File: config.mk
export PLATFORM = sky130hd
export DESIGN_NAME = crf_framer
export DESIGN_NICKNAME = d
export VERILOG_FILES = /design/src/crf_pkg.sv /design/src/crf_kind_check.sv /design/src/crf_chain_hdr.sv /design/src/crf_framer.sv
export SDC_FILE = /design/constraint.sdc
export NUM_CORES = 1
export LEC_CHECK = 0
export ABC_AREA = 1
export BUFFER_PORTS_ARGS = -buffer_cell sky130_fd_sc_hd__buf_2
export CAP_MARGIN = 5
export CORE_MARGIN = 5
export CORE_UTILIZATION = 55
export CTS_BUF_LIST = sky130_fd_sc_hd__clkbuf_2 sky130_fd_sc_hd__clkbuf_4 sky130_fd_sc_hd__clkbuf_8
export CTS_CLUSTER_SIZE = 25
export DETAILED_ROUTE_END_ITERATION = 12
export PLACE_DENSITY = 0.88
export SLEW_MARGIN = 5
export SYNTH_ARGS = -nofsm -noshare
export SYNTH_HDL_FRONTEND = slang
export SYNTH_SLANG_ARGS = --single-unit
File: constraint.sdc
create_clock -name clk -period 2.6 [get_ports clk]
set_clock_uncertainty 0.15 [all_clocks]
set_input_delay 0.13 -clock clk [delete_from_list [all_inputs] [get_ports clk]]
set_output_delay 0.13 -clock clk [all_outputs]
set_load 0.02 [all_outputs]
File: src/crf_pkg.sv
// package of record framing constants for the capture record framer
package crf_pkg;
  // record type byte layout
  localparam int unsigned EXT_FLAG_BIT       = 7;
  localparam logic [6:0]  KIND_LEGACY        = 7'h00;
  localparam logic [6:0]  KIND_HDLC_POS      = 7'h01;
  localparam logic [6:0]  KIND_ETHERNET      = 7'h02;
  localparam logic [6:0]  KIND_ATM           = 7'h03;
  localparam logic [6:0]  KIND_AAL5          = 7'h04;
  localparam logic [6:0]  KIND_MC_FIRST      = 7'h05;
  localparam logic [6:0]  KIND_MC_LAST       = 7'h09;
  localparam logic [6:0]  KIND_COLOUR_HDLC   = 7'h0a;
  localparam logic [6:0]  KIND_COLOUR_ETH    = 7'h0b;
  localparam logic [6:0]  KIND_MC_AAL2       = 7'h0c;
  localparam logic [6:0]  KIND_DM_COLOUR_HDLC = 7'h0f;
  localparam logic [6:0]  KIND_DM_COLOUR_ETH = 7'h10;
  localparam logic [6:0]  KIND_COLOUR_MC_HDLC = 7'h11;
  localparam logic [6:0]  KIND_AAL2          = 7'h12;
  localparam logic [6:0]  KIND_HASH_POS      = 7'h13;
  localparam logic [6:0]  KIND_HASH_ETH      = 7'h14;
  localparam logic [6:0]  KIND_VAR_FIRST     = 7'h15;
  localparam logic [6:0]  KIND_VAR_LAST      = 7'h17;
  localparam logic [6:0]  KIND_RAW_LINK      = 7'h18;
  localparam logic [6:0]  KIND_RAW_FABRIC    = 7'h19;
  localparam logic [6:0]  KIND_RSVD_FIRST    = 7'h20;
  localparam logic [6:0]  KIND_RSVD_LAST     = 7'h2f;
  localparam logic [6:0]  KIND_PAD           = 7'h30;
  // sizes in bytes, chain limit, chained header kind and fill byte values
  localparam logic [15:0] FIXED_HDR_BYTES    = 16'h0010;
  localparam logic [15:0] CHAIN_HDR_BYTES    = 16'h0008;
  localparam logic [15:0] OFFSET_PAD_BYTES   = 16'h0002;
  localparam int unsigned MAX_CHAIN          = 4;
  localparam logic [6:0]  CHAN_HDR_KIND      = 7'h0c;
  localparam logic [7:0]  OFFSET_VALUE       = 8'h00;
  localparam logic [7:0]  PAD_VALUE          = 8'h00;
  // fixed header byte positions
  localparam int unsigned POS_TYPE           = 8;
  localparam int unsigned POS_FLAGS          = 9;
  localparam int unsigned POS_RLEN_HI        = 10;
  localparam int unsigned POS_RLEN_LO        = 11;
  localparam int unsigned POS_LOSS_HI        = 12;
  localparam int unsigned POS_LOSS_LO        = 13;
  localparam int unsigned POS_WLEN_HI        = 14;
  localparam int unsigned POS_WLEN_LO        = 15;
  // register offsets (bytes)
  localparam logic [7:0]  REG_CTRL           = 8'h00;
  localparam logic [7:0]  REG_COLOUR         = 8'h04;
  localparam logic [7:0]  REG_CHAN_LO        = 8'h08;
  localparam logic [7:0]  REG_CHAN_HI        = 8'h0c;
  localparam logic [7:0]  REG_STATUS         = 8'h10;
  localparam logic [7:0]  REG_LOSS           = 8'h14;
  localparam logic [7:0]  REG_RECORDS        = 8'h18;
  // control field positions
  localparam int unsigned CTRL_KIND_LSB      = 0;
  localparam int unsigned CTRL_CHAN_BIT      = 8;
  localparam logic [31:0] CTRL_RESET         = 32'h0000_0002;
endpackage

File: src/crf_kind_check.sv
// record kind classification: legality and loss field usage
`timescale 1ns/10ps
module crf_kind_check (
  // requested kind
  input  wire logic [6:0] kind,
  // classification
  output logic            legal,
  output logic            coloured
);
  // reserved and undefined codes never leave the block; 13 and 14 are
  // counter records this framer cannot build, so they are refused too
  assign legal = (kind <= crf_pkg::KIND_MC_AAL2)
               || (kind >= crf_pkg::KIND_DM_COLOUR_HDLC
                   && kind <= crf_pkg::KIND_RAW_FABRIC)
               || (kind == crf_pkg::KIND_PAD);
  // colour kinds reuse the loss field for a colour value
  assign coloured = (kind == crf_pkg::KIND_COLOUR_HDLC)
                  || (kind == crf_pkg::KIND_COLOUR_ETH)
                  || (kind == crf_pkg::KIND_COLOUR_MC_HDLC)
                  || (kind == crf_pkg::KIND_DM_COLOUR_HDLC)
                  || (kind == crf_pkg::KIND_DM_COLOUR_ETH)
                  || (kind == crf_pkg::KIND_HASH_POS)
                  || (kind == crf_pkg::KIND_HASH_ETH);
endmodule

File: src/crf_chain_hdr.sv
// one chained header byte generator
`timescale 1ns/10ps
module crf_chain_hdr (
  // header selection
  input  wire logic [6:0]  hdr_kind,
  input  wire logic        more,
  input  wire logic [55:0] body,
  input  wire logic [2:0]  idx,
  // byte out
  output logic [7:0]       hdr_byte
);
  // byte 0 carries the more flag and kind, bytes 1..7 the body
  assign hdr_byte = (idx == 3'h0) ? {more, hdr_kind}
                  : body[8*(7-idx) +: 8];
endmodule

File: src/crf_framer.sv
// capture record framer: wraps received ethernet frames into records
//
// The placing of the registers and strobed register access were decided locally.
`timescale 1ns/10ps
module crf_framer (
  // clock and reset
  input  wire logic        clk,
  input  wire logic        resetn,
  // register port
  input  wire logic [7:0]  reg_addr,
  input  wire logic [31:0] reg_wdata,
  input  wire logic        reg_wr,
  input  wire logic        reg_rd,
  output logic [31:0]      reg_rdata,
  // frame descriptor from receive path
  input  wire logic        frm_valid,
  output logic             frm_ready,
  input  wire logic [63:0] frm_time,
  input  wire logic [15:0] frm_len,
  input  wire logic [15:0] frm_wire_len,
  input  wire logic [7:0]  frm_flags,
  // frame data bytes
  input  wire logic        dat_valid,
  input  wire logic [7:0]  dat_byte,
  output logic             dat_ready,
  // record byte stream to host buffer
  output logic             out_valid,
  output logic [7:0]       out_byte,
  output logic             out_last,
  input  wire logic        out_ready,
  // receive path drop notice
  input  wire logic        drop_pulse
);
  typedef enum logic [4:0] {
    CRF_IDLE  = 5'b00001,
    CRF_FIXED = 5'b00010,
    CRF_CHAIN = 5'b00100,
    CRF_OFFP  = 5'b01000,
    CRF_BODY  = 5'b10000
  } crf_state_t;

  crf_state_t  state;
  crf_state_t  next_state;
  logic [31:0] ctrl;
  logic [15:0] colour;
  logic [55:0] chan_body;
  logic [15:0] loss;
  logic [15:0] loss_snap;
  logic [31:0] records;
  logic [15:0] cnt;
  logic [63:0] t_time;
  logic [15:0] t_len;
  logic [15:0] t_wlen;
  logic [7:0]  t_flags;
  logic [6:0]  t_kind;
  logic        t_chain;
  logic        t_colour;
  logic        bad_kind;

  ////////////////////////////////////////////////////////////////////////
  // kind decode and chained header byte
  wire logic [6:0] req_kind  = ctrl[crf_pkg::CTRL_KIND_LSB +: 7];
  wire logic       req_chain = ctrl[crf_pkg::CTRL_CHAN_BIT];
  wire logic       kind_ok;
  wire logic       kind_col;
  wire logic [7:0] chain_byte;

  crf_kind_check u_kind (
    .kind     (req_kind),
    .legal    (kind_ok),
    .coloured (kind_col)
  );

  crf_chain_hdr u_chain (
    .hdr_kind (crf_pkg::CHAN_HDR_KIND),
    .more     (1'b0),                   // single header, last in chain
    .body     (chan_body),
    .idx      (cnt[2:0]),
    .hdr_byte (chain_byte)
  );

  // record length: fixed header, chain, offset and pad, then frame
  wire logic [15:0] chain_bytes = t_chain ? crf_pkg::CHAIN_HDR_BYTES
                                          : 16'h0000;
  wire logic [15:0] rec_len = crf_pkg::FIXED_HDR_BYTES + chain_bytes
                            + crf_pkg::OFFSET_PAD_BYTES + t_len;
  wire logic [15:0] loss_field = t_colour ? colour : loss_snap;
  wire logic [7:0]  type_byte  = {t_chain, t_kind};

  ////////////////////////////////////////////////////////////////////////
  // fixed header byte selection, timestamp little endian first
  function automatic logic [7:0] fixed_byte(input logic [3:0] i,
                                            input logic [63:0] ts,
                                            input logic [7:0] ty,
                                            input logic [7:0] fl,
                                            input logic [15:0] rl,
                                            input logic [15:0] lc,
                                            input logic [15:0] wl);
    logic [7:0] b;
    b = 8'h00;
    if (i < 4'(crf_pkg::POS_TYPE)) begin
      b = ts[8*i +: 8];
    end else begin
      unique case (i)
        4'(crf_pkg::POS_TYPE):    b = ty;
        4'(crf_pkg::POS_FLAGS):   b = fl;
        4'(crf_pkg::POS_RLEN_HI): b = rl[15:8];
        4'(crf_pkg::POS_RLEN_LO): b = rl[7:0];
        4'(crf_pkg::POS_LOSS_HI): b = lc[15:8];
        4'(crf_pkg::POS_LOSS_LO): b = lc[7:0];
        4'(crf_pkg::POS_WLEN_HI): b = wl[15:8];
        default:                  b = wl[7:0];
      endcase
    end
    return b;
  endfunction

  wire logic [7:0] hdr_byte = fixed_byte(cnt[3:0], t_time, type_byte,
                                         t_flags, rec_len, loss_field,
                                         t_wlen);
  wire logic       offp_is_pad = (cnt[0] == 1'b1);

  ////////////////////////////////////////////////////////////////////////
  // next byte and flow
  logic [7:0] next_byte;
  logic       next_valid;
  logic       next_last;
  wire logic  out_free = !out_valid || out_ready;
  // a frame byte moves only on a true handshake; ready is raised only
  // with the output empty, which halves the frame rate but keeps it honest
  wire logic  body_go  = (state == CRF_BODY) && dat_valid && dat_ready;
  wire logic  step     = (state != CRF_IDLE && state != CRF_BODY)
                         && out_free;
  wire logic  start    = (state == CRF_IDLE) && frm_valid && kind_ok;

  always_comb begin
    next_state = state;
    next_byte  = out_byte;
    next_valid = out_valid && !out_ready;
    next_last  = out_last && !out_ready;
    unique case (state)
      CRF_IDLE: begin
        if (start) next_state = CRF_FIXED;
      end
      CRF_FIXED: begin
        if (step) begin
          next_byte  = hdr_byte;
          next_valid = 1'b1;
          next_last  = 1'b0;
          if (cnt == crf_pkg::FIXED_HDR_BYTES - 16'h0001) begin
            next_state = t_chain ? CRF_CHAIN : CRF_OFFP;
          end
        end
      end
      CRF_CHAIN: begin
        if (step) begin
          next_byte  = chain_byte;
          next_valid = 1'b1;
          next_last  = 1'b0;
          if (cnt == crf_pkg::CHAIN_HDR_BYTES - 16'h0001) begin
            next_state = CRF_OFFP;
          end
        end
      end
      CRF_OFFP: begin
        if (step) begin
          // offset is unused, sent as zero
          next_byte  = offp_is_pad ? crf_pkg::PAD_VALUE
                                   : crf_pkg::OFFSET_VALUE;
          next_valid = 1'b1;
          next_last  = offp_is_pad && (t_len == 16'h0000);
          if (offp_is_pad) begin
            next_state = (t_len == 16'h0000) ? CRF_IDLE : CRF_BODY;
          end
        end
      end
      CRF_BODY: begin
        if (body_go) begin
          next_byte  = dat_byte; // frame right after pad
          next_valid = 1'b1;
          next_last  = (cnt == t_len - 16'h0001);
          if (cnt == t_len - 16'h0001) next_state = CRF_IDLE;
        end
      end
      default: next_state = CRF_IDLE;
    endcase
  end

  wire logic phase_end = (next_state != state);

  ////////////////////////////////////////////////////////////////////////
  // sequencer
  always_ff @(posedge clk) begin
    if (!resetn) begin
      state     <= CRF_IDLE;
      cnt       <= 16'h0000;
      out_valid <= 1'b0;
      out_byte  <= 8'h00;
      out_last  <= 1'b0;
    end else begin
      state     <= next_state;
      out_valid <= next_valid;
      out_byte  <= next_byte;
      out_last  <= next_last;
      if (phase_end) cnt <= 16'h0000;
      else if (step || body_go) cnt <= cnt + 16'h0001;
    end
  end

  // descriptor capture at record start
  always_ff @(posedge clk) begin
    if (!resetn) begin
      t_time   <= 64'h0;
      t_len    <= 16'h0000;
      t_wlen   <= 16'h0000;
      t_flags  <= 8'h00;
      t_kind   <= crf_pkg::KIND_ETHERNET;
      t_chain  <= 1'b0;
      t_colour <= 1'b0;
    end else if (start) begin
      t_time   <= frm_time;
      t_len    <= frm_len;
      t_wlen   <= frm_wire_len;
      t_flags  <= frm_flags;
      t_kind   <= req_kind;
      t_chain  <= req_chain;
      t_colour <= kind_col;
    end
  end

  // loss counter: snapshot then restart per record, drop still counted
  always_ff @(posedge clk) begin
    if (!resetn) begin
      loss      <= 16'h0000;
      loss_snap <= 16'h0000;
      records   <= 32'h0;
    end else if (start) begin
      loss_snap <= loss;
      loss      <= {15'h0, drop_pulse};
      records   <= records + 32'h1;
    end else if (drop_pulse && loss != 16'hffff) begin
      loss      <= loss + 16'h0001; // saturates rather than wrap
    end
  end

  // illegal kind requests are refused and flagged
  always_ff @(posedge clk) begin
    if (!resetn) begin
      bad_kind <= 1'b0;
    end else if (reg_wr && reg_addr == crf_pkg::REG_CTRL) begin
      bad_kind <= (state == CRF_IDLE) && frm_valid && !kind_ok;
    end else if ((state == CRF_IDLE) && frm_valid && !kind_ok) begin
      bad_kind <= 1'b1;
    end
  end

  ////////////////////////////////////////////////////////////////////////
  // registers
  always_ff @(posedge clk) begin
    if (!resetn) begin
      ctrl      <= crf_pkg::CTRL_RESET;
      colour    <= 16'h0000;
      chan_body <= 56'h0;
    end else if (reg_wr) begin
      if (reg_addr == crf_pkg::REG_CTRL) ctrl <= reg_wdata;
      if (reg_addr == crf_pkg::REG_COLOUR) colour <= reg_wdata[15:0];
      if (reg_addr == crf_pkg::REG_CHAN_LO) chan_body[31:0] <= reg_wdata;
      if (reg_addr == crf_pkg::REG_CHAN_HI) begin
        chan_body[55:32] <= reg_wdata[23:0];
      end
    end
  end

  wire logic [31:0] rd_mux =
    (reg_addr == crf_pkg::REG_CTRL)    ? ctrl :
    (reg_addr == crf_pkg::REG_COLOUR)  ? {16'h0, colour} :
    (reg_addr == crf_pkg::REG_CHAN_LO) ? chan_body[31:0] :
    (reg_addr == crf_pkg::REG_CHAN_HI) ? {8'h0, chan_body[55:32]} :
    (reg_addr == crf_pkg::REG_STATUS)  ? {26'h0, bad_kind, state} :
    (reg_addr == crf_pkg::REG_LOSS)    ? {16'h0, loss} :
    (reg_addr == crf_pkg::REG_RECORDS) ? records : 32'h0;

  // read data stands for one cycle only
  always_ff @(posedge clk) begin
    if (!resetn) reg_rdata <= 32'h0;
    else reg_rdata <= reg_rd ? rd_mux : 32'h0;
  end

  // handshakes registered for the outputs
  always_ff @(posedge clk) begin
    if (!resetn) begin
      frm_ready <= 1'b0;
      dat_ready <= 1'b0;
    end else begin
      frm_ready <= (next_state == CRF_IDLE);
      dat_ready <= (next_state == CRF_BODY) && !next_valid;
    end
  end
endmodule

==> results_dict.tcl, run 1 <==
set metrics [dict create \
    status "completed" \
    period_share_pct 98.28 \
    drc 0 \
    detail-route-antenna-nets 0 \
    nets 3060 \
    drt-vias-per-instance 6.048 \
    syn_avg_cell_area_um2 6.816 \
    crit_path_max_fanout 56 \
    clk-insertion-delay-late_ns 0.63 \
    coreArea_um2 31310 \
    syn_nets 2712 \
    numCtsBuffers 57 \
    synth.top_cells.by_count "nor2_1 (468), nand2_1 (401), o21ai_0 (352), dfxtp_1 (347), inv_1 (221)" \
    ios 204 \
    h-tree-depth 2 \
    root_buffer "clkbuf_8" \
    die_x_um 187.5 \
    yosys.area.top_type "dfxtp_1" \
    die_area_um2 35150 \
    grt_overflow 0 \
    rrSetupSlack_ns 0.04 \
    grt_max_degree 190 \
    synth-edff-count 0 \
    min_path_cells 7 \
    cp.required_ns 2.95 \
    cp.arrival_ns 2.91 \
    drv_slew 0 \
    synth.yosys.seq_area_share_pct 40.09 \
    endpoint_kind "flop" \
    wirelength_mm 69.69 \
    first_global_vias 19449 \
    cap_violations 0 \
    power_switching_mw 3.663 \
    p_leak_nw 9.069 \
    dp_hpwl_mm 46.47 \
    num_vias 20200 \
    comb_power_share_pct 13.9 \
    p_sw_share_pct 28.08 \
    synthesis.yosys.warnings 0 \
    avgRoutedWirePerCell_um 20.87 \
    r2r_cells 8 \
    grtUsageTotal_pct 37.79 \
    numPortBuffers 203 \
    die_h_um 187.5 \
    hold_end "reg_rdata[11]" \
    max-slew-margin-rel_pct 52.50 \
    dpl_worst_slack_ns 0.08735 \
    cts_sinks 347 \
    ir_drop_v 0.0005586 \
    antenna_found_initial 2 \
    cts.path.max_buffers 3 \
    hold_start "reg_addr[3]" \
    period_needed_ns 2.555 \
    postSynthCellCount 2542 \
    grt_pass1_wl_mm 107.7 \
    yosysMostFrequentCell "nor2_1" \
    synthTopCellsByArea "dfxtp_1 (40%), o21ai_0 (10%), nor2_1 (10%)" \
    syn_to_final_growth_pct 25.92 \
    hp-class "input pin to flop" \
    worst_pin_slew_ns 0.7125 \
    internal-power_mw 9.381 \
    crit_type "flop to flop" \
    drive_gt1_share_pct 16.56 \
    cts_tree "built" \
    yosys.area.top_type_share_pct 40.09 \
    yosysUniqueCellTypes 53 \
    dr.pass1.iters 6 \
    syn_area_um2 17330 \
    regToRegStartpoint "cnt[0]" \
    drtIter0Drc 2524 \
    powerDensity_nw_per_um2 597.8 \
    synthFlopType "dfxtp_1" \
    layout_setup_ws_ns 0.04477 \
    start_kind "flop" \
    holdWs_ns 0.07944 \
    async_reset_ff_share_pct 0 \
    hold_violations 0 \
    start_util_pct 55.34 \
    gp_congestion 1.012 \
    r2r_end "out_byte[1]" \
    seq_power_share_pct 44.0 \
    ys_seq_elements 347 \
    clk_pin_slew_ns 0.07 \
    post-route-util_pct 69.68 \
    clock.fmax_ghz 0.3914 \
    clkPwrFrac_pct 42.0 \
    num_rows 65 \
    setup_viol 0 \
]
## worst max path at each step
stage	startpoint	end	slack (ns)	cells past startpoint
after floorplan	cnt[1]	out_byte[5]	0.12	16
after global placement	state[0]	t_len[5]	0.09	8
after detailed placement	state[0]	loss_snap[7]	0.09	9
after CTS	cnt[1]	out_byte[1]	0.07	14
after global routing	t_len[1]	cnt[11]	-0.03	18
final	cnt[0]	out_byte[1]	0.04	8
## what timing repair did
item,in CTS,in global routing
hold buffers,151,0
setup endpoints to repair,0,43
endpoints found under the hold margin,275,0
buffers inserted,0,4
gates resized for setup,0,32
## per-layer routing
layer / global-route usage [%] / wire, um / part of all wire, %
met1: 47.63 / 26140 / 38
met2: 61.15 / 31670 / 45
met3: 6.776 / 7266 / 10
met4: 21.82 / 4613 / 6.6
met5: 0 / 0 / 0
## power by group through the flow
stage	Combinational [mW]	Sequential, mW	Clock [mW]
after floorplan	1.03	5.74	0
after global placement	1.45	5.82	0
after detailed placement	1.48	5.83	0
after CTS	1.67	5.72	5.44
after global routing	1.98	5.75	5.75
final	1.82	5.74	5.48
## state kept, by name (all words and copies together), names as in the netlist, 16 cells and up
name / count
t_time: 64
chan_body: 56
ctrl: 32
records: 32
reg_rdata: 32
cnt: 16
colour: 16
loss: 16
loss_snap: 16
t_len: 16
t_wlen: 16
## area by class of cell
type | instances | area [um^2]
fill | 2474 | 9494
multi-input combinational | 1821 | 9017
sequential | 347 | 6949
timing repair buffer | 426 | 3128
clock buffer | 89 | 1119
inverter | 237 | 892.1
tap | 402 | 503.0
clock inverter | 14 | 198.9
antenna | 4 | 10.01
## cell usage in the layout (no fill, tap or decap), types with 19 or more instances in the layout
| cell type | netlist | final |
|---|---|---|
| xor2_1 | 41 | 41 |
| nor2_1 | 468 | 462 |
| clkbuf_8 | 0 | 72 |
| nand4_1 | 31 | 31 |
| dlygate4sd3_1 | 0 | 151 |
| o21ai_0 | 352 | 349 |
| nand2_1 | 401 | 396 |
| inv_1 | 221 | 218 |
| buf_2 | 23 | 202 |
| a21oi_1 | 182 | 182 |
| dfxtp_1 | 347 | 345 |
| o22ai_1 | 29 | 29 |
| nor2_2 | 17 | 19 |
| nor3_1 | 48 | 46 |
| a221oi_1 | 21 | 21 |
| nand3_1 | 89 | 89 |
| buf_4 | 5 | 67 |
## critical path, stage by stage (launching register included)
cell,delay [ns]
dfxtp_2,0.42
buf_4,0.52
a21oi_1,0.21
o21ai_0,0.21
o21ai_0,0.26
o21ai_0,0.32
nand3_1,0.14
nand3_1,0.12
a21oi_1,0.06
## logic make-up after synthesis
family | synth area share (%)
compound gates | 20.33
simple gates | 27.75
fa+ha+maj | 0.7221
buf+inv | 8.680
flops | 40.09
xor+xnor | 2.426
## through the flow
| stage | TNS [ns] | power (mW) | std cells | cell area (um^2) |
|---|---|---|---|---|
| 3_5_place_dp | 0 | 7.311 | 3076 | 18790 |
| 6_report | 0 | 13.04 | 3340 | 21820 |
| 4_1_cts | 0 | 12.82 | 3330 | 21620 |
| 5_1_grt | -0.03181 | 13.49 | 3338 | 21810 |
| 3_3_place_gp | 0 | 7.277 | 3076 | 18790 |
| 2_1_floorplan | 0 | 6.773 | 2542 | 17330 |
(Power assumes the default switching activity.)
==> inputs of run 2 (changes only) <==
PLACE_DENSITY = 0.79   (was 0.88)
==> run 2 against run 1 <==
  * Clock power fell by 8.6%
  * Sequential cell count did not move
  * Combinational power barely moved
  * Register-to-register slack improved by 0.04 ns
  * Die area did not move
==> results_dict.tcl, run 2 (synthesized netlist as in run 1, its figures left out) <==
set metrics [dict create \
    final_cell_mix "nor2_1 (462), nand2_1 (397), o21ai_0 (350)" \
    regToRegStartpoint "cnt[1]" \
    root_buffer "clkbuf_8" \
    status "completed" \
    post-route-util_pct 69.55 \
    grt_max_degree 80 \
    gp_congestion 1.006 \
    largest_register "t_time" \
    worst_pin_slew_ns 1.101 \
    start_util_pct 55.34 \
    largest_reg_flops 64 \
    period_share_pct 96.82 \
    seqCellArea_um2 6954 \
    crit_type "flop to flop" \
    endpoint_kind "flop" \
    p_total_mw 12.54 \
    finalSetupTns_ns 0 \
    path_cells "inv_1 > ha_1 > inv_1 > nor2_1 > buf_4 > nand2_1 > o21ai_0 > a211oi_1 > nand4_1 > o21ai_1 > nand2_1 > nand3_1 > a21oi_1" \
    period_needed_ns 2.517 \
    numPortBuffers 203 \
    cp.arrival_ns 2.85 \
    min_path_cells 7 \
    layout_commonest_cell "nor2_1" \
    syn_to_final_growth_pct 25.68 \
    cts.path.max_buffers 3 \
    avgRoutedWirePerCell_um 19.93 \
    cts_sinks 347 \
    wirelength_mm 66.54 \
    die_h_um 187.5 \
    drv_slew 0 \
    coreArea_um2 31310 \
    num_rows 65 \
    r2r_cells 13 \
    antenna_found_initial 1 \
    cap_violations 0 \
    crit_path_max_fanout 6 \
    hold_end "reg_rdata[12]" \
    dp_hpwl_mm 45.53 \
    num_vias 19499 \
    grt_pass1_wl_mm 102.8 \
    dpl_worst_slack_ns 0.05000 \
    p_leak_nw 9.062 \
    drc 0 \
    rrSetupSlack_ns 0.08 \
    ir_drop_v 0.0006565 \
    clk-insertion-delay-late_ns 0.61 \
    nets 3068 \
    ios 204 \
    h-tree-depth 2 \
    drtIter0Drc 2300 \
    detail-route-antenna-nets 0 \
    reg_top3 "t_time: 64 flops, chan_body: 56 flops" \
    cts_tree "built" \
    r2r_end "out_byte[1]" \
    clock.fmax_ghz 0.3972 \
    die_area_um2 35150 \
    dr.pass1.iters 6 \
    hold_violations 0 \
    setup_viol 0 \
    numCtsBuffers 55 \
    start_kind "flop" \
    worst_path_max_delay_cell "dfxtp_4" \
    clk_pin_slew_ns 0.06 \
    hp-class "input pin to flop" \
    die_x_um 187.5 \
    slowest_delay_ns 0.39 \
    nFillCells 2577 \
    cp.required_ns 2.93 \
    grt_overflow 0 \
    multiInputGateArea_um2 8990 \
    first_global_vias 18747 \
    hold_start "reg_addr[3]" \
    layout_setup_ws_ns 0.08265 \
    grtUsageTotal_pct 36.08 \
    powerDensity_nw_per_um2 575.7 \
    drt-vias-per-instance 5.840 \
    max-slew-margin-rel_pct 26.55 \
    drive_gt1_share_pct 16.72 \
]
==> run 2: cell types whose count changed in the layout (fill, tap and decap cells not counted), moves of 3 or more <==
| cell | delta |
|---|---|
| buf_4 | +8 |
| clkbuf_8 | -5 |
| buf_12 | +3 |
| diode_2 | -3 |
==> run 2: area by class of cell <==
cell class                 instances  share of cell area [%]
clock buffer                      85                   4.855
timing repair buffer             437                   14.98
inverter                         237                   4.097
sequential                       347                   31.94
antenna                            1                 0.01149
clock inverter                    10                  0.5286
multi-input combinational       1820                   41.28
tap                              402                   2.310
==> run 2: per-stage QoR <==
stage,area (um^2),cells,hold slack [ns]
detailed placement,18910,3086,0.2246
floorplan,17330,2542,0.1104
CTS,21600,3332,0.05173
global route,21780,3339,0.09663
finish,21780,3339,0.09941
global placement,18910,3086,0.2190
==> run 2: critical path, delay by kind of cell, from the launching register on <==
family | cells | cell delay (ns)
and+or+nand+nor | 5 | 0.55
AOI/OAI and AO/OA | 4 | 0.71
adders and majority gates | 1 | 0.22
DFF | 1 | 0.39
buffers and inverters | 3 | 0.37
==> run 2: repair_timing <==
item | CTS | global route
setup endpoints to repair | 0 | 29
setup buffers | 0 | 4
hold endpoints to repair | 258 | 0
resized for setup | 0 | 30
hold buffers | 151 | 0
==> run 2: report_power, final <==
| part | leakage (nW) | switching, mW | internal [mW] |
|---|---|---|---|
| Combinational | 5.61 | 1.10 | 0.704 |
| Clock | 0.628 | 2.23 | 2.78 |
| Sequential | 2.83 | 0.192 | 5.54 |
| Total | 9.06 | 3.51 | 9.02 |
==> run 2: how the worst max path moves through the flow <==
| stage | from | to | slack [ns] | cells after the start |
|---|---|---|---|---|
| final | cnt[1] | out_byte[1] | 0.08 | 13 |
| after global routing | t_len[1] | cnt[14] | -0.02 | 18 |
| after CTS | t_len[1] | cnt[4] | 0.02 | 16 |
| after detailed placement | t_len[1] | cnt[4] | 0.05 | 16 |
| after global placement | cnt[1] | out_byte[7] | 0.09 | 13 |
| after floorplan | cnt[1] | out_byte[5] | 0.12 | 16 |
==> run 2: routing by layer <==
layer	wire (um)	GRT usage, %
met2	29940	58.18
met4	3901	18.10
met1	25720	45.38
met5	0	0
met3	6975	8.637
